[src/pkg/idt_consts.svh]
// Purpose: Opcodes, field positions and cycle counts of the decoder
// Assumes: 24-bit program words, 8-bit opcode in the top bits
// Notes:   Definitions only
`ifndef IDT_CONSTS_SVH
`define IDT_CONSTS_SVH

// Word geometry
`define IDT_WORD_W      24
`define IDT_OPC_LSB     16
`define IDT_BYTE_BIT    16
// Opcodes of the no-op, control and double-word instructions
`define IDT_OP_NOP      8'h00
`define IDT_OP_JUMP     8'h01
`define IDT_OP_CALL_DW  8'h02
`define IDT_OP_BR_COND  8'h03
`define IDT_OP_GOTO_DW  8'h04
`define IDT_OP_IND_JMP  8'h05
`define IDT_OP_RETURN   8'h06
`define IDT_OP_INT_RET  8'h07
`define IDT_OP_MOVE_DW  8'h08
`define IDT_OP_TABLE    8'h09
`define IDT_OP_SKIP     8'h0A
// Upper opcode nibble of the data classes
`define IDT_GRP_WORK    4'h4
`define IDT_GRP_FILE    4'h5
`define IDT_GRP_BIT     4'h6
`define IDT_GRP_LITMOV  4'h7
`define IDT_GRP_LITALU  4'h8
// Operand field positions (least significant bit)
`define IDT_BASE_LSB    12
`define IDT_SMODE_LSB   10
`define IDT_SREG_LSB    6
`define IDT_DMODE_LSB   4
`define IDT_DREG_LSB    0
`define IDT_FADDR_LSB   0
`define IDT_FDEST_BIT   13
`define IDT_BIND_BIT    15
`define IDT_BFILE_BIT   14
`define IDT_BOPND_LSB   4
`define IDT_BPOS_LSB    0
`define IDT_LMOV_LSB    4
`define IDT_LALU_LSB    6
`define IDT_LSAME_BIT   11
`define IDT_TMODE_LSB   0
// Instruction cycles per kind
`define IDT_CYC_ONE     2'd1
`define IDT_CYC_JUMP    2'd2
`define IDT_CYC_IND     2'd2
`define IDT_CYC_TABLE   2'd2
`define IDT_CYC_RET     2'd3
`define IDT_CYC_COND    2'd2
`define IDT_CYC_DW      2'd2

`endif

[src/pkg/idt_pkg.sv]
// Purpose: Types shared by the instruction decoder files
// Assumes: Nothing beyond the constants header
// Notes:   Codes of the enums are internal only
`default_nettype none
package idt_pkg;
  // Operand format of a decoded instruction
  typedef enum logic [2:0] {
    FMT_NONE   = 3'b000,
    FMT_WORK   = 3'b001,
    FMT_FILE   = 3'b010,
    FMT_BIT    = 3'b011,
    FMT_LITMOV = 3'b100,
    FMT_LITALU = 3'b101,
    FMT_CTRL   = 3'b110
  } idt_fmt_t;
  // Timing kind of a decoded instruction
  typedef enum logic [2:0] {
    CK_NONE = 3'b000,
    CK_JUMP = 3'b001,
    CK_COND = 3'b010,
    CK_IND  = 3'b011,
    CK_RET  = 3'b100,
    CK_TBL  = 3'b101,
    CK_SKIP = 3'b110,
    CK_DW   = 3'b111
  } idt_ctl_t;
  // Sequencer states
  typedef enum logic [2:0] {
    ST_RUN    = 3'b000,
    ST_SECOND = 3'b001,
    ST_FILL   = 3'b010,
    ST_SKIP   = 3'b011,
    ST_SKIP2  = 3'b100
  } idt_state_t;
endpackage
`default_nettype wire

[src/rtl/idt_classify.sv]
// Purpose: Sorts an opcode into format, timing kind and cycle count
// Assumes: Purely combinational, opcode from a fetched word
// Notes:   Unknown opcodes act as one-cycle instructions
`default_nettype none
`include "idt_consts.svh"
module idt_classify (
  // Opcode in
  input  wire logic [7:0]        opcode,
  // Class out
  output idt_pkg::idt_fmt_t      fmt,
  output idt_pkg::idt_ctl_t      ctl,
  output logic                   dbl,
  output logic [1:0]             cycles
);
  import idt_pkg::*;

  // Control opcodes first, then data groups by upper nibble
  always_comb
  begin
    fmt    = FMT_NONE;
    ctl    = CK_NONE;
    dbl    = 1'b0;
    cycles = `IDT_CYC_ONE;
    case (opcode)
      `IDT_OP_NOP:
      begin
        fmt = FMT_NONE;
      end
      `IDT_OP_JUMP:
      begin
        fmt    = FMT_CTRL;
        ctl    = CK_JUMP;
        cycles = `IDT_CYC_JUMP;
      end
      `IDT_OP_BR_COND:
      begin
        fmt    = FMT_CTRL;
        ctl    = CK_COND;
        cycles = `IDT_CYC_ONE;
      end
      `IDT_OP_IND_JMP:
      begin
        fmt    = FMT_CTRL;
        ctl    = CK_IND;
        cycles = `IDT_CYC_IND;
      end
      `IDT_OP_RETURN, `IDT_OP_INT_RET:
      begin
        fmt    = FMT_CTRL;
        ctl    = CK_RET;
        cycles = `IDT_CYC_RET;
      end
      `IDT_OP_TABLE:
      begin
        fmt    = FMT_CTRL;
        ctl    = CK_TBL;
        cycles = `IDT_CYC_TABLE;
      end
      `IDT_OP_SKIP:
      begin
        fmt = FMT_NONE;
        ctl = CK_SKIP;
      end
      // Exactly three opcodes span two locations
      `IDT_OP_CALL_DW, `IDT_OP_GOTO_DW, `IDT_OP_MOVE_DW:
      begin
        fmt    = (opcode == `IDT_OP_MOVE_DW) ? FMT_LITMOV : FMT_CTRL;
        ctl    = CK_DW;
        dbl    = 1'b1;
        cycles = `IDT_CYC_DW;
      end
      default:
      begin
        case (opcode[7:4])
          `IDT_GRP_WORK:   fmt = FMT_WORK;
          `IDT_GRP_FILE:   fmt = FMT_FILE;
          `IDT_GRP_BIT:    fmt = FMT_BIT;
          `IDT_GRP_LITMOV: fmt = FMT_LITMOV;
          `IDT_GRP_LITALU: fmt = FMT_LITALU;
          default:         fmt = FMT_NONE;
        endcase
      end
    endcase
  end
endmodule
`default_nettype wire

[src/rtl/idt_decode.sv]
// Purpose: Instruction word decode and cycle sequencing of the core
// Assumes: One word offered per cycle, condition resolved with the word
// Notes:   Filler cycles appear as issued no-operations
`default_nettype none
`include "idt_consts.svh"
////////////////////////////////////////////////////////////////////////
module idt_decode (
  // Clock and reset
  input  wire logic              CLK,
  input  wire logic              RST_N,
  // Program memory words
  input  wire logic              FETCH_VALID,
  input  wire logic [23:0]       FETCH_WORD,
  output logic                   FETCH_READY,
  // Condition of the offered word
  input  wire logic              COND_TRUE,
  // Fetch redirection
  output logic                   REDIRECT,
  // Issued instruction
  output logic                   ISSUE_VALID,
  output logic                   ISSUE_NOP,
  output logic [47:0]            ISSUE_INSTR,
  output logic [7:0]             ISSUE_OPCODE,
  output idt_pkg::idt_fmt_t      ISSUE_FORMAT,
  output logic [1:0]             ISSUE_CYCLES,
  // Decoded operands
  output logic                   OP_BYTE,
  output logic [3:0]             OP_BASE_REG,
  output logic [3:0]             OP_SRC_REG,
  output logic [1:0]             OP_SRC_MODE,
  output logic [3:0]             OP_DST_REG,
  output logic [1:0]             OP_DST_MODE,
  output logic                   OP_DST_VALID,
  output logic [12:0]            OP_FILE_ADDR,
  output logic                   OP_DEST_FILE,
  output logic [3:0]             OP_BIT_POS,
  output logic                   OP_BIT_INDIRECT,
  output logic [15:0]            OP_LITERAL,
  output logic [22:0]            OP_PROG_ADDR,
  output logic [1:0]             OP_TBL_MODE
);
  import idt_pkg::*;

  // Decoded operand fields
  typedef struct packed {
    logic        byte_op;
    logic [3:0]  base_reg;
    logic [3:0]  src_reg;
    logic [1:0]  src_mode;
    logic [3:0]  dst_reg;
    logic [1:0]  dst_mode;
    logic        dst_valid;
    logic [12:0] file_addr;
    logic        dest_file;
    logic [3:0]  bit_pos;
    logic        bit_indirect;
    logic [15:0] literal;
    logic [22:0] prog_addr;
    logic [1:0]  tbl_mode;
  } idt_fields_t;

  // Whole module state
  typedef struct packed {
    idt_state_t  state;
    logic [1:0]  fill_cnt;
    logic        fill_hold;
    logic [23:0] first_word;
    idt_fmt_t    first_fmt;
    logic        redirect;
    logic        issue_valid;
    logic        issue_nop;
    logic [47:0] instr;
    idt_fmt_t    fmt;
    logic [1:0]  cycles;
    idt_fields_t fld;
  } idt_all_t;

  idt_all_t       state_reg;
  idt_all_t       state_next;

  idt_fmt_t       cls_fmt;
  idt_ctl_t       cls_ctl;
  logic           cls_dbl;
  logic [1:0]     cls_cycles;

  ////////////////////////////////////////////////////////////////////
  // Classification of the word on the fetch port
  idt_classify u_classify (
    .opcode (FETCH_WORD[`IDT_OPC_LSB +: 8]),
    .fmt    (cls_fmt),
    .ctl    (cls_ctl),
    .dbl    (cls_dbl),
    .cycles (cls_cycles)
  );

  ////////////////////////////////////////////////////////////////////
  // Operand extraction; w2 only matters for double-word forms
  function automatic idt_fields_t decode_fields(
    input logic [23:0] w1,
    input logic [23:0] w2,
    input logic        dw,
    input idt_fmt_t    fmt
  );
    idt_fields_t f;
    f = '0;
    f.byte_op = w1[`IDT_BYTE_BIT];
    case (fmt)
      FMT_WORK:
      begin
        f.base_reg  = w1[`IDT_BASE_LSB +: 4];
        f.src_mode  = w1[`IDT_SMODE_LSB +: 2];
        f.src_reg   = w1[`IDT_SREG_LSB +: 4];
        f.dst_mode  = w1[`IDT_DMODE_LSB +: 2];
        f.dst_reg   = w1[`IDT_DREG_LSB +: 4];
        f.dst_valid = 1'b1;
      end
      FMT_FILE:
      begin
        f.file_addr = w1[`IDT_FADDR_LSB +: 13];
        f.dest_file = w1[`IDT_FDEST_BIT];
        // Clear selector targets the working zero alias
        f.dst_reg   = 4'h0;
        f.dst_valid = ~w1[`IDT_FDEST_BIT];
      end
      FMT_BIT:
      begin
        f.bit_indirect = w1[`IDT_BIND_BIT];
        if (w1[`IDT_BIND_BIT])
          f.base_reg = w1[`IDT_BPOS_LSB +: 4];
        else
          f.bit_pos  = w1[`IDT_BPOS_LSB +: 4];
        if (w1[`IDT_BFILE_BIT])
          f.file_addr = {3'h0, w1[`IDT_BOPND_LSB +: 10]};
        else
        begin
          f.src_reg  = w1[`IDT_BOPND_LSB +: 4];
          f.src_mode = w1[`IDT_BOPND_LSB + 4 +: 2];
        end
      end
      FMT_LITMOV:
      begin
        // Double-word move carries a full literal in its second word
        if (dw)
          f.literal = w2[15:0];
        else
          f.literal = {4'h0, w1[`IDT_LMOV_LSB +: 12]};
        f.dst_reg   = w1[`IDT_DREG_LSB +: 4];
        f.dst_valid = 1'b1;
      end
      FMT_LITALU:
      begin
        f.base_reg = w1[`IDT_BASE_LSB +: 4];
        f.literal  = {11'h000, w1[`IDT_LALU_LSB +: 5]};
        // Destination only when it differs from the source
        if (!w1[`IDT_LSAME_BIT])
        begin
          f.dst_mode  = w1[`IDT_DMODE_LSB +: 2];
          f.dst_reg   = w1[`IDT_DREG_LSB +: 4];
          f.dst_valid = 1'b1;
        end
      end
      FMT_CTRL:
      begin
        if (dw)
          f.prog_addr = {w2[6:0], w1[15:0]};
        else
          f.prog_addr = {7'h00, w1[15:0]};
        f.tbl_mode = w1[`IDT_TMODE_LSB +: 2];
      end
      default:
      begin
        f.byte_op = 1'b0;
      end
    endcase
    return f;
  endfunction

  ////////////////////////////////////////////////////////////////////
  // Sequencer: issue, join, fill and discard
  always_comb
  begin
    state_next             = state_reg;
    state_next.redirect    = 1'b0;
    state_next.issue_valid = 1'b0;
    state_next.issue_nop   = 1'b0;
    case (state_reg.state)
      ST_RUN:
      begin
        if (FETCH_VALID)
        begin
          if (cls_dbl)
          begin
            // Hold the first half until its partner arrives
            state_next.first_word = FETCH_WORD;
            state_next.first_fmt  = cls_fmt;
            state_next.state      = ST_SECOND;
          end
          else
          begin
            state_next.issue_valid = 1'b1;
            state_next.issue_nop   = (FETCH_WORD[`IDT_OPC_LSB +: 8] == `IDT_OP_NOP);
            state_next.instr       = {FETCH_WORD, 24'h000000};
            state_next.fmt         = cls_fmt;
            state_next.fld         = decode_fields(FETCH_WORD, 24'h000000, 1'b0, cls_fmt);
            state_next.cycles      = cls_cycles;
            case (cls_ctl)
              CK_JUMP, CK_IND, CK_RET:
              begin
                state_next.redirect  = 1'b1;
                state_next.fill_cnt  = cls_cycles - 2'd1;
                state_next.fill_hold = 1'b0;
                state_next.state     = ST_FILL;
              end
              CK_TBL:
              begin
                // Table access stalls fetch; the next word is still wanted
                state_next.fill_cnt  = cls_cycles - 2'd1;
                state_next.fill_hold = 1'b1;
                state_next.state     = ST_FILL;
              end
              CK_COND:
              begin
                if (COND_TRUE)
                begin
                  state_next.redirect  = 1'b1;
                  state_next.cycles    = `IDT_CYC_COND;
                  state_next.fill_cnt  = `IDT_CYC_COND - 2'd1;
                  state_next.fill_hold = 1'b0;
                  state_next.state     = ST_FILL;
                end
              end
              CK_SKIP:
              begin
                if (COND_TRUE)
                begin
                  state_next.cycles = 2'd2;
                  state_next.state  = ST_SKIP;
                end
              end
              default:
              begin
                state_next.state = ST_RUN;
              end
            endcase
          end
        end
      end
      ST_SECOND:
      begin
        if (FETCH_VALID)
        begin
          // Second word is taken as operand data, not decoded alone
          state_next.issue_valid = 1'b1;
          state_next.instr       = {state_reg.first_word, FETCH_WORD};
          state_next.fmt         = state_reg.first_fmt;
          state_next.fld         = decode_fields(state_reg.first_word, FETCH_WORD, 1'b1,
                                                 state_reg.first_fmt);
          state_next.cycles      = `IDT_CYC_DW;
          state_next.state       = ST_RUN;
        end
      end
      ST_FILL:
      begin
        state_next.issue_valid = 1'b1;
        state_next.issue_nop   = 1'b1;
        state_next.instr       = '0;
        state_next.fmt         = FMT_NONE;
        state_next.fld         = '0;
        state_next.fill_cnt    = state_reg.fill_cnt - 2'd1;
        if (state_reg.fill_cnt == 2'd1)
          state_next.state = ST_RUN;
      end
      ST_SKIP, ST_SKIP2:
      begin
        if (FETCH_VALID)
        begin
          // Skipped word is consumed and shown as a no-op
          state_next.issue_valid = 1'b1;
          state_next.issue_nop   = 1'b1;
          state_next.instr       = '0;
          state_next.fmt         = FMT_NONE;
          state_next.fld         = '0;
          if (state_reg.state == ST_SKIP && cls_dbl)
            state_next.state = ST_SKIP2;
          else
            state_next.state = ST_RUN;
        end
      end
      default:
      begin
        state_next.state = ST_RUN;
      end
    endcase
  end

  ////////////////////////////////////////////////////////////////////
  // State register
  always_ff @(posedge CLK)
  begin
    if (!RST_N)
    begin
      state_reg           <= '0;
      state_reg.state     <= ST_RUN;
      state_reg.fmt       <= FMT_NONE;
      state_reg.first_fmt <= FMT_NONE;
    end
    else
      state_reg <= state_next;
  end

  ////////////////////////////////////////////////////////////////////
  // Outputs; only the fetch handshake is combinational
  assign FETCH_READY     = !(state_reg.state == ST_FILL && (state_reg.fill_hold || !state_reg.redirect));
  assign REDIRECT        = state_reg.redirect;
  assign ISSUE_VALID     = state_reg.issue_valid;
  assign ISSUE_NOP       = state_reg.issue_nop;
  assign ISSUE_INSTR     = state_reg.instr;
  assign ISSUE_OPCODE    = state_reg.instr[47:40];
  assign ISSUE_FORMAT    = state_reg.fmt;
  assign ISSUE_CYCLES    = state_reg.cycles;
  assign OP_BYTE         = state_reg.fld.byte_op;
  assign OP_BASE_REG     = state_reg.fld.base_reg;
  assign OP_SRC_REG      = state_reg.fld.src_reg;
  assign OP_SRC_MODE     = state_reg.fld.src_mode;
  assign OP_DST_REG      = state_reg.fld.dst_reg;
  assign OP_DST_MODE     = state_reg.fld.dst_mode;
  assign OP_DST_VALID    = state_reg.fld.dst_valid;
  assign OP_FILE_ADDR    = state_reg.fld.file_addr;
  assign OP_DEST_FILE    = state_reg.fld.dest_file;
  assign OP_BIT_POS      = state_reg.fld.bit_pos;
  assign OP_BIT_INDIRECT = state_reg.fld.bit_indirect;
  assign OP_LITERAL      = state_reg.fld.literal;
  assign OP_PROG_ADDR    = state_reg.fld.prog_addr;
  assign OP_TBL_MODE     = state_reg.fld.tbl_mode;
endmodule
`default_nettype wire
[config.mk]
export PLATFORM = sky130hd
export DESIGN_NAME = idt_decode
export DESIGN_NICKNAME = d
export VERILOG_FILES = /design/src/pkg/idt_pkg.sv /design/src/rtl/idt_classify.sv /design/src/rtl/idt_decode.sv
export VERILOG_INCLUDE_DIRS = /design/src /design/src/pkg
export SDC_FILE = /design/constraint.sdc
export NUM_CORES = 1
export LEC_CHECK = 0
export ABC_AREA = 1
export BUFFER_PORTS_ARGS = -buffer_cell sky130_fd_sc_hd__buf_2
export CORE_MARGIN = 2
export CORE_UTILIZATION = 52
export CTS_BUF_LIST = sky130_fd_sc_hd__clkbuf_4
export DETAILED_ROUTE_END_ITERATION = 16
export PLACE_DENSITY_LB_ADDON = 0.15
export SLEW_MARGIN = 40
export SYNTH_ARGS = -nofsm -noshare
export SYNTH_HDL_FRONTEND = slang
export SYNTH_SLANG_ARGS = --single-unit
export TNS_END_PERCENT = 5
[constraint.sdc]
create_clock -name CLK -period 1.8 [get_ports CLK]
set_input_delay 0 -clock CLK [delete_from_list [all_inputs] [get_ports CLK]]
set_output_delay 0 -clock CLK [all_outputs]
set_load 0.005 [all_outputs]
==> results of run 1 <==
-- stage by stage --
stage	area, um2	setup TNS, ps
4_1_cts	10200	0
3_3_place_gp	9570	0
5_1_grt	10300	-1520
2_1_floorplan	8860	0
3_5_place_dp	9570	0
6_report	10300	0
-- per-layer routing --
metal / wire [um] / GRT usage
met2: 12800 / 0.471
met4: 525 / 0.0947
met3: 2750 / 0.0668
met5: 0 / 0
met1: 12300 / 0.432
-- kinds of logic after synthesis --
group / after synthesis / share of synthesized area
adder cells (fa/ha/maj): 1 / 0.00141
flip-flops: 165 / 0.373
buffers and inverters: 294 / 0.194
AO/OA/AOI/OAI: 356 / 0.214
AND/OR/NAND/NOR: 407 / 0.218
-- synth_stat cells (all sizes together) --
| master | count |
|---|---|
| a21oi | 158 |
| a22oi | 8 |
| a31oi | 37 |
| a32oi | 2 |
| a41oi | 1 |
| buf | 168 |
| clkbuf | 38 |
| clkinv | 1 |
| dfxtp | 165 |
| ha | 1 |
| inv | 87 |
| nand2 | 189 |
| nand3 | 82 |
| nand3b | 1 |
| nand4 | 14 |
| nor2 | 108 |
| nor3 | 13 |
| o211ai | 1 |
| o21a | 1 |
| o21ai | 131 |
| o22ai | 11 |
| o31ai | 2 |
| o32ai | 4 |
-- cell type report --
type,instances,area share
antenna,1,0.000244
tap,220,0.0268
timing repair buffer,309,0.209
inverter,88,0.0329
multi-input combinational,764,0.380
clock buffer,17,0.0124
clock inverter,14,0.0150
sequential,165,0.323
-- where the power goes --
| part | leakage, nW | switching, mW | internal, mW |
|---|---|---|---|
| sequential | 1.35 | 0.184 | 3.98 |
| clock | 0.140 | 1.42 | 0.829 |
| combinational | 3.11 | 1.38 | 0.949 |
-- final timing paths --
path                     endpoint            from
setup reg to reg  ISSUE_INSTR[27]  state_reg[166]
setup / recovery  ISSUE_INSTR[27]  state_reg[166]
hold / removal    ISSUE_INSTR[13]  FETCH_WORD[13]
hold reg to reg    state_reg[159]  state_reg[159]
-- layout by cell type (no fill, tap or decap), types with 9 or more instances in the layout --
| cell type | synthesis | routed |
|---|---|---|
| nand2_1 | 182 | 179 |
| o21ai_0 | 125 | 125 |
| buf_4 | 141 | 94 |
| nand3_1 | 79 | 77 |
| nor2_1 | 84 | 80 |
| dlygate4sd3_1 | 0 | 29 |
| nor2_4 | 14 | 16 |
| nor3_1 | 10 | 9 |
| a31oi_1 | 37 | 37 |
| clkbuf_4 | 0 | 17 |
| a21oi_1 | 158 | 157 |
| inv_1 | 85 | 82 |
| nand4_1 | 14 | 14 |
| nor2_2 | 8 | 10 |
| dfxtp_1 | 165 | 161 |
| o22ai_1 | 11 | 11 |
| buf_2 | 16 | 170 |
| buf_12 | 0 | 12 |
-- critical path, cell delays in order (launching register included) --
cell and delay, ps:
dfxtp_4 390, nor3_4 190, inv_1 90, nand3_2 70
o21ai_1 60, buf_4 160, inv_1 90, nor2_4 70
buf_12 180, nor3_1 290, nor2_1 80
-- repair_timing --
action,CTS,global route
cloned,0,1
setup buffers,0,1
hold buffers,29,0
endpoints found under the setup margin,4,132
pin swaps,0,5
hold endpoints to repair,161,0
gates resized for setup,3,24
==> flow_metrics.env, run 1 <==
export IMPL_status="completed"
export IMPL_arrival_ps=2260
export IMPL_maxSlewHeadroom=0.664
export IMPL_synth_top_area_frac=0.373
export IMPL_power_density_nw_per_um2=853
export IMPL_synthesis_nets=1252
export IMPL_p_total_mw=8.75
export IMPL_tightest_slew_ps=505
export IMPL_viasPerCell=5.67
export IMPL_path_max_fanout=38
export IMPL_drt_pass1_iter_count=8
export IMPL_clock_sinks=165
export IMPL_core_um2=16600
export IMPL_yosys_warnings=0
export IMPL_place_congestion=0.965
export IMPL_syn2layout_area_growth_pct=15.8
export IMPL_reg2reg_depth=10
export IMPL_synth_area_top_cells="dfxtp_1 37%, buf_4 12%, a21oi_1 8.9%"
export IMPL_drv_slew=0
export IMPL_synth_ff_latch_count=165
export IMPL_htreeDepth=4
export IMPL_nFillCells=1515
export IMPL_overflow=0
export IMPL_syn_area_um2=8860
export IMPL_die_width_um=135
export IMPL_final_cells=1578
export IMPL_drc=0
export IMPL_cp_required_ps=2280
export IMPL_antenna_left=0
export IMPL_postLayoutCoreUtil=0.616
export IMPL_cts_tree="yes"
export IMPL_vias=8943
export IMPL_cts_max_path_buffers=2
export IMPL_worst_hold_path_type="input port to flop"
export IMPL_dieArea_um2=18100
export IMPL_avgSynthCellArea_um2=7.24
export IMPL_drt_iter0_markers=857
export IMPL_grt_pass1_wl_um=43300
export IMPL_wire_per_inst_um=18.0
export IMPL_finalSetupViolations=0
export IMPL_finalHoldViolations=0
export IMPL_die_height_um=135
export IMPL_post_dp_hpwl_um=20200
export IMPL_maxCapViolations=0
export IMPL_r2r_slack_ps=20
export IMPL_syn_instance_count=1223
export IMPL_largest_register_ffs=48
export IMPL_rsz0062_at_grt="yes"
export IMPL_end_kind="flop"
export IMPL_grt_pass1_vias=7938
export IMPL_routed_wl_um=28500
export IMPL_yosysTopAreaCell="dfxtp_1"
export IMPL_fin_hold_ws_ps=228
export IMPL_fin_crit_sh=0.990
export IMPL_multi_input_area_um2=3900
export IMPL_yosysSeqAreaShare=0.373
export IMPL_cts_buffers=17
export IMPL_ir_drop_v=0.000443
export IMPL_grt_max_degree=117
export IMPL_drive_above_1_share=0.270
export IMPL_grt_usage=0.307
export IMPL_finalCriticalPeriod_ps=1780
export IMPL_ys_types=37
export IMPL_placedCellCount=1515
export IMPL_cts_root_buf="clkbuf_4"
export IMPL_start_util=0.532
export IMPL_clkLatencyLatePin_ps=600
export IMPL_std_cell_rows=47
export IMPL_port_buffers=170
export IMPL_nNetsFinal=1374
export IMPL_whs_path_depth=4
export IMPL_critical_path_class="flop to flop"
export IMPL_antenna_found_initial=1
export IMPL_io_pins=171
export IMPL_cp_start_kind="flop"
export IMPL_clock_skew_ps=21.5
export IMPL_ff_latch_area_um2=3310
export IMPL_p_leak_nw=4.60
export IMPL_fmax_mhz=561
export IMPL_fin_ws_ps=17.7
export IMPL_dp_slack_ps=10.9
export IMPL_clk_pin_slew_ps=150
No activity file was read; power rests on OpenSTA's default activity.
==> run 2, diff against run 1 <==
--- a/config.mk
+++ b/config.mk
@@ -8,11 +8,11 @@
 export LEC_CHECK = 0
 export ABC_AREA = 1
 export BUFFER_PORTS_ARGS = -buffer_cell sky130_fd_sc_hd__buf_2
-export CORE_MARGIN = 2
 export CORE_UTILIZATION = 52
 export CTS_BUF_LIST = sky130_fd_sc_hd__clkbuf_4
 export DETAILED_ROUTE_END_ITERATION = 16
 export PLACE_DENSITY_LB_ADDON = 0.15
+export REMOVE_ABC_BUFFERS = 1
 export SLEW_MARGIN = 40
 export SYNTH_ARGS = -nofsm -noshare
 export SYNTH_HDL_FRONTEND = slang
==> run 2 against run 1 <==
Core utilization grew 0.23 points. Wire length shrank 5.3%. Non-clock buffer count shrank 8. Clock power shrank 2%. Global-route usage shrank 0.81 points. Clock-buffer cell count grew 1. Power grew 0.34%. Sequential share of layout area is essentially flat.
==> flow_metrics.env, run 2 (synthesis gave the netlist of run 1 again) <==
export IMPL_status="completed"
export IMPL_grt_max_degree=80
export IMPL_ff_latch_area_um2=3310
export IMPL_path_cells="buf_4 > nor2_2 > nand2_1 > buf_4 > nor2_8 > nor2_4 > buf_4 > clkbuf_16 > a31oi_1 > a21oi_1"
export IMPL_finalCriticalPeriod_ps=1750
export IMPL_p_int_mw=5.81
export IMPL_cts_root_buf="clkbuf_4"
export IMPL_crit_path_frequent_cell="buf_4"
export IMPL_ir_drop_v=0.000370
export IMPL_clkLatencyLatePin_ps=580
export IMPL_drt_pass1_iter_count=5
export IMPL_share_seq_of_total_power=0.475
export IMPL_overflow=0
export IMPL_port_buffers=170
export IMPL_worst_hold_path_type="input port to flop"
export IMPL_maxSlewHeadroom=0.532
export IMPL_die_width_um=133
export IMPL_reg2reg_depth=10
export IMPL_clock_power_share=0.252
export IMPL_r2r_start="state_reg[164]"
export IMPL_viasPerCell=5.55
export IMPL_maxCapViolations=0
export IMPL_reg2reg_to="OP_DST_REG[1]"
export IMPL_io_pins=171
export IMPL_die_height_um=133
export IMPL_drv_slew=0
export IMPL_nNetsFinal=1366
export IMPL_setup_worst_path_end="OP_DST_REG[1]"
export IMPL_dieArea_um2=17600
export IMPL_cts_max_path_buffers=2
export IMPL_clock_skew_ps=17.5
export IMPL_finalSetupViolations=0
export IMPL_multi_input_area_um2=3970
export IMPL_final_cell_mix="179 x nand2_1, 170 x buf_2, 162 x dfxtp_1, 153 x a21oi_1, 124 x o21ai_0"
export IMPL_antenna_left=0
export IMPL_core_um2=16600
export IMPL_path_max_fanout=17
export IMPL_slowest_stage="dfxtp_2"
export IMPL_final_cells=1573
export IMPL_drive_above_1_share=0.276
export IMPL_vias=8731
export IMPL_drc=0
export IMPL_nFillCells=1586
export IMPL_p_switching_mw=2.97
export IMPL_end_kind="flop"
export IMPL_arrival_ps=2240
export IMPL_grt_pass1_vias=8012
export IMPL_grt_pass1_wl_um=41600
export IMPL_start_util=0.534
export IMPL_final_common_cell="nand2_1"
export IMPL_fin_crit_sh=0.975
export IMPL_p_sw_frac=0.338
export IMPL_combinationalPowerShare=0.273
export IMPL_critical_path_class="flop to flop"
export IMPL_std_cell_rows=47
export IMPL_largest_register_ffs=48
export IMPL_syn2layout_area_growth_pct=15.8
export IMPL_dp_slack_ps=-14.5
export IMPL_fin_ws_ps=45.2
export IMPL_cts_tree="yes"
export IMPL_grt_usage=0.298
export IMPL_p_leak_nw=4.58
export IMPL_htreeDepth=4
export IMPL_cp_start_kind="flop"
export IMPL_rsz0062_at_grt="yes"
export IMPL_drt_iter0_markers=891
export IMPL_finalSetupTns_ps=0
export IMPL_antenna_found_initial=1
export IMPL_place_congestion=0.908
export IMPL_clk_pin_slew_ps=140
export IMPL_post_route_cell_area_um2=10300
export IMPL_placedCellCount=1500
export IMPL_r2r_slack_ps=50
export IMPL_placed_cell_area_um2=9400
export IMPL_cp_required_ps=2290
export IMPL_clock_sinks=165
export IMPL_startpoint="state_reg[164]"
export IMPL_tightest_slew_ps=702
export IMPL_max_stage_delay_ps=350
export IMPL_routed_wl_um=27000
export IMPL_postLayoutCoreUtil=0.619
export IMPL_cts_buffers=17
export IMPL_post_dp_hpwl_um=18300
export IMPL_fmax_mhz=570
export IMPL_finalHoldViolations=0
export IMPL_wire_per_inst_um=17.1
export IMPL_power_density_nw_per_um2=855
==> run 2: cell count changes in the layout (fill, tap and decap cells not counted), moves of 3 or more <==
cell and delta:
buf_4 -8, buf_12 -5, nor3_1 -5, a21oi_1 -4, a21oi_2 +4, nor3_2 +4
buf_8 +3, clkinv_2 +3
==> run 2: worst max-delay path, delay by kind of cell (launching register included) <==
kind / cells / cell delay (ps)
simple gates: 4 / 420
buf+inv: 4 / 660
compound gates: 2 / 240
flops: 1 / 350
==> run 2: cell type report <==
cell class	count	area share
well taps	220	0.0268
inverters	88	0.0329
diodes	3	0.000732
flip-flops and latches	165	0.323
repair buffers	301	0.203
multi-input cells	764	0.387
clock buffers	18	0.0132
clock inverters	14	0.0133
==> run 2: power groups by stage <==
| stage | Combinational [mW] | Clock, mW | Sequential [mW] |
|---|---|---|---|
| final | 2.40 | 2.21 | 4.17 |
| after global routing | 2.61 | 2.38 | 4.20 |
| after detailed placement | 2.09 | 0 | 4.24 |
| after global placement | 2.08 | 0 | 4.24 |
| after CTS | 2.15 | 2.23 | 4.16 |
| after floorplan | 1.00 | 0 | 4.25 |
==> run 2: how the worst min path moves through the flow <==
stage / startpoint / end / slack (ps) / depth (start not counted)
floorplan: RST_N / state_reg[164] / 120 / 2
global placement: FETCH_WORD[10] / state_reg[147] / 300 / 3
detailed placement: FETCH_WORD[7] / ISSUE_INSTR[7] / 300 / 3
CTS: FETCH_WORD[10] / ISSUE_INSTR[10] / 220 / 4
global route: FETCH_WORD[9] / ISSUE_INSTR[9] / 240 / 4
finish: FETCH_WORD[10] / ISSUE_INSTR[10] / 240 / 4
==> run 2: repair_timing <==
action / 4_1_cts / 5_1_grt
endpoints found under the hold margin: 142 / 0
gates cloned: 0 / 3
setup endpoints to repair: 23 / 112
hold buffers: 27 / 0
resized for setup: 3 / 49
setup buffers: 0 / 8
pin swaps: 0 / 7
==> run 2: metrics by stage <==
step	power [mW]	hold slack [ps]
detailed placement	6.33	299
global route	9.19	240
global placement	6.32	298
CTS	8.54	216
finish	8.78	243
floorplan	5.25	123
==> run 2: routing by layer <==
metal,vias to the layer above,GRT usage,part of all wire
met4,0,0.109,0.023
met2,429,0.461,0.45
met5,-,0,0
li1,4210,-,-
met1,4042,0.420,0.45
met3,50,0.0456,0.074
==> run 3, diff against run 2 <==
--- a/config.mk
+++ b/config.mk
@@ -7,14 +7,15 @@
 export NUM_CORES = 1
 export LEC_CHECK = 0
 export ABC_AREA = 1
-export BUFFER_PORTS_ARGS = -buffer_cell sky130_fd_sc_hd__buf_2
-export CORE_UTILIZATION = 52
+export CORE_UTILIZATION = 60
 export CTS_BUF_LIST = sky130_fd_sc_hd__clkbuf_4
 export DETAILED_ROUTE_END_ITERATION = 16
+export DONT_BUFFER_PORTS = 1
 export PLACE_DENSITY_LB_ADDON = 0.15
 export REMOVE_ABC_BUFFERS = 1
 export SLEW_MARGIN = 40
 export SYNTH_ARGS = -nofsm -noshare
 export SYNTH_HDL_FRONTEND = slang
+export SYNTH_HIERARCHICAL = 1
 export SYNTH_SLANG_ARGS = --single-unit
 export TNS_END_PERCENT = 5
==> run 3 against run 2 <==
The run now ends with negative hold slack left. Cell area up 3.4%. Worst setup slack better by 7.4 ps. Sequential power up 35%. Maximum frequency up 0.43%. Clock power down 3%. Register-to-register slack about the same. Clock skew down 1.6 ps. Sequential share of layout area down 1.1 points. Combinational power rose to 2.9 times the previous value. Wire length up 12%. Core utilization up 2.1 points. Flip-flop and latch count unchanged.
==> flow_metrics.env, run 3 <==
export IMPL_synth_edf_count=0
export IMPL_share_seq_of_total_power=0.382
export IMPL_cts_max_path_buffers=2
export IMPL_arrival_ps=2260
export IMPL_maxSlewHeadroom=0.509
export IMPL_ir_drop_v=0.000780
export IMPL_cp_required_ps=2310
export IMPL_std_cell_rows=47
export IMPL_worst_hold_path_type="input port to flop"
export IMPL_grt_pass1_vias=9071
export IMPL_syn_instance_count=1681
export IMPL_rsz0062_at_grt="yes"
export IMPL_port_buffers=0
export IMPL_min_from="RST_N"
export IMPL_synth_flop_cell="dfxtp_1"
export IMPL_violations="negative hold slack"
export IMPL_clock_sinks=165
export IMPL_drv_slew=0
export IMPL_grt_pass1_wl_um=47300
export IMPL_p_sw_frac=0.455
export IMPL_antenna_left=0
export IMPL_synth_top_cells_by_count="500 x nand2_1, 245 x nor2_1, 167 x inv_1"
export IMPL_overflow=0
export IMPL_postLayoutCoreUtil=0.639
export IMPL_p_total_mw=14.8
export IMPL_status="finished with violations"
export IMPL_finalCriticalPeriod_ps=1750
export IMPL_cts_setup_buffers=0
export IMPL_clock_power_share=0.145
export IMPL_critical_path_class="flop to flop"
export IMPL_grt_max_degree=124
export IMPL_p_switching_mw=6.74
export IMPL_start_util=0.616
export IMPL_nNetsFinal=1620
export IMPL_yosysSeqAreaShare=0.324
export IMPL_routed_wl_um=30100
export IMPL_fin_hold_ws_ps=-495
export IMPL_fin_ws_ps=52.6
export IMPL_post_dp_hpwl_um=20000
export IMPL_final_cell_mix="499 x nand2_1, 241 x nor2_1, 167 x inv_1, 162 x dfxtp_1, 115 x a21oi_1"
export IMPL_wire_per_inst_um=16.5
export IMPL_finalSetupViolations=0
export IMPL_die_width_um=132
export IMPL_clk_pin_slew_ps=140
export IMPL_synth_ff_latch_count=165
export IMPL_placedCellCount=1750
export IMPL_fin_crit_sh=0.971
export IMPL_slowest_stage="dlygate4sd3_1"
export IMPL_clock_skew_ps=16.0
export IMPL_yosysTopAreaCell="dfxtp_1"
export IMPL_vias=9910
export IMPL_fmax_mhz=572
export IMPL_path_max_fanout=5
export IMPL_startpoint="state_reg[165]"
export IMPL_power_density_nw_per_um2=1400
export IMPL_path_cells="nor2_2 > nand2_2 > nor2_2 > buf_4 > nand3_1 > dlygate4sd3_1 > a21oi_1"
export IMPL_yosys_warnings=6
export IMPL_place_congestion=0.928
export IMPL_final_cells=1827
export IMPL_tightest_slew_ps=736
export IMPL_post_route_cell_area_um2=10600
export IMPL_dp_slack_ps=-117
export IMPL_p_leak_nw=4.78
export IMPL_placed_cell_area_um2=9810
export IMPL_cts_tree="yes"
export IMPL_htreeDepth=4
export IMPL_clkLatencyLatePin_ps=590
export IMPL_viasPerCell=5.42
export IMPL_cp_start_kind="flop"
export IMPL_finalHoldViolations=120
export IMPL_r2r_start="state_reg[165]"
export IMPL_reg2reg_to="ISSUE_NOP"
export IMPL_reg2reg_depth=7
export IMPL_crit_path_frequent_cell="nor2_2"
export IMPL_final_common_cell="nand2_1"
export IMPL_io_pins=171
export IMPL_r2r_slack_ps=50
export IMPL_avgSynthCellArea_um2=6.07
export IMPL_ys_types=36
export IMPL_max_stage_delay_ps=580
export IMPL_async_flop_share=0
export IMPL_p_int_mw=8.06
export IMPL_holdPathEnd="state_reg[165]"
export IMPL_syn_area_um2=10200
export IMPL_drt_pass1_iter_count=6
export IMPL_drt_iter0_markers=969
export IMPL_core_um2=16600
export IMPL_end_kind="flop"
export IMPL_finalSetupTns_ps=0
export IMPL_critPathBufInv=2
export IMPL_cts_buffers=17
export IMPL_dieArea_um2=17500
export IMPL_largest_register_ffs=48
export IMPL_syn2layout_area_growth_pct=3.87
export IMPL_antenna_found_initial=3
export IMPL_die_height_um=132
export IMPL_maxCapViolations=0
export IMPL_synth_top_area_frac=0.324
export IMPL_drc=0
export IMPL_synth_area_top_cells="dfxtp_1 32%, nand2_1 18%, buf_4 11%"
export IMPL_grt_usage=0.341
export IMPL_synth_most_common_cell="nand2_1"
export IMPL_critPathTopFamily="buffers and inverters"
export IMPL_drive_above_1_share=0.0954
export IMPL_combinationalPowerShare=0.473
export IMPL_cts_root_buf="clkbuf_4"
export IMPL_whs_path_depth=2
==> run 3: cell families (layout without fill, tap and decap cells) <==
group / after synthesis / in the layout / share of synthesized area
buf+inv: 406 / 329 / 0.210
flops: 165 / 165 / 0.324
other cells: 0 / 3 / 0
xor+xnor: 1 / 1 / 0.000858
fa+ha+maj: 1 / 1 / 0.00123
compound gates: 194 / 194 / 0.0987
simple gates: 914 / 914 / 0.366
==> run 3: cell type report <==
class | instances | area (um2)
tap | 220 | 275
clock buffer | 18 | 135
clock inverter | 14 | 129
antenna | 3 | 7.51
sequential | 165 | 3310
multi-input combinational | 1110 | 4790
fill | 1667 | 5980
timing repair buffer | 120 | 1290
inverter | 177 | 667
==> run 3: layer usage <==
| metal | GRT usage | wire length [um] | up-vias |
|---|---|---|---|
| met5 | 0 | 0 | - |
| met4 | 0.142 | 925 | 0 |
| met3 | 0.0877 | 2780 | 75 |
| met2 | 0.558 | 14000 | 446 |
| met1 | 0.426 | 12400 | 4508 |
| li1 | - | - | 4881 |
==> run 3: power groups by stage <==
stage | Combinational [mW] | Clock (mW) | Sequential (mW)
after floorplan | 4.09 | 0 | 5.44
after global placement | 6.25 | 0 | 5.72
after detailed placement | 6.34 | 0 | 5.74
after CTS | 6.55 | 2.17 | 5.67
after global routing | 7.80 | 2.31 | 5.80
final | 7.00 | 2.14 | 5.65
==> run 3: worst max-delay path by stage <==
stage / slack, ps / cells after the start / end
CTS: 30 / 11 / state_reg[163]
detailed placement: -120 / 13 / OP_DST_REG[2]
floorplan: -1940 / 8 / OP_LITERAL[0]
global route: -30 / 7 / ISSUE_NOP
global placement: -110 / 12 / OP_DST_VALID
finish: 50 / 7 / ISSUE_NOP
==> run 3: repair_timing <==
item	in CTS	in global routing
endpoints found under the hold margin	164	122
endpoints found under the setup margin	1	101
hold buffers	37	2
gates resized for setup	3	15
cloned	0	3
pin swaps	0	0
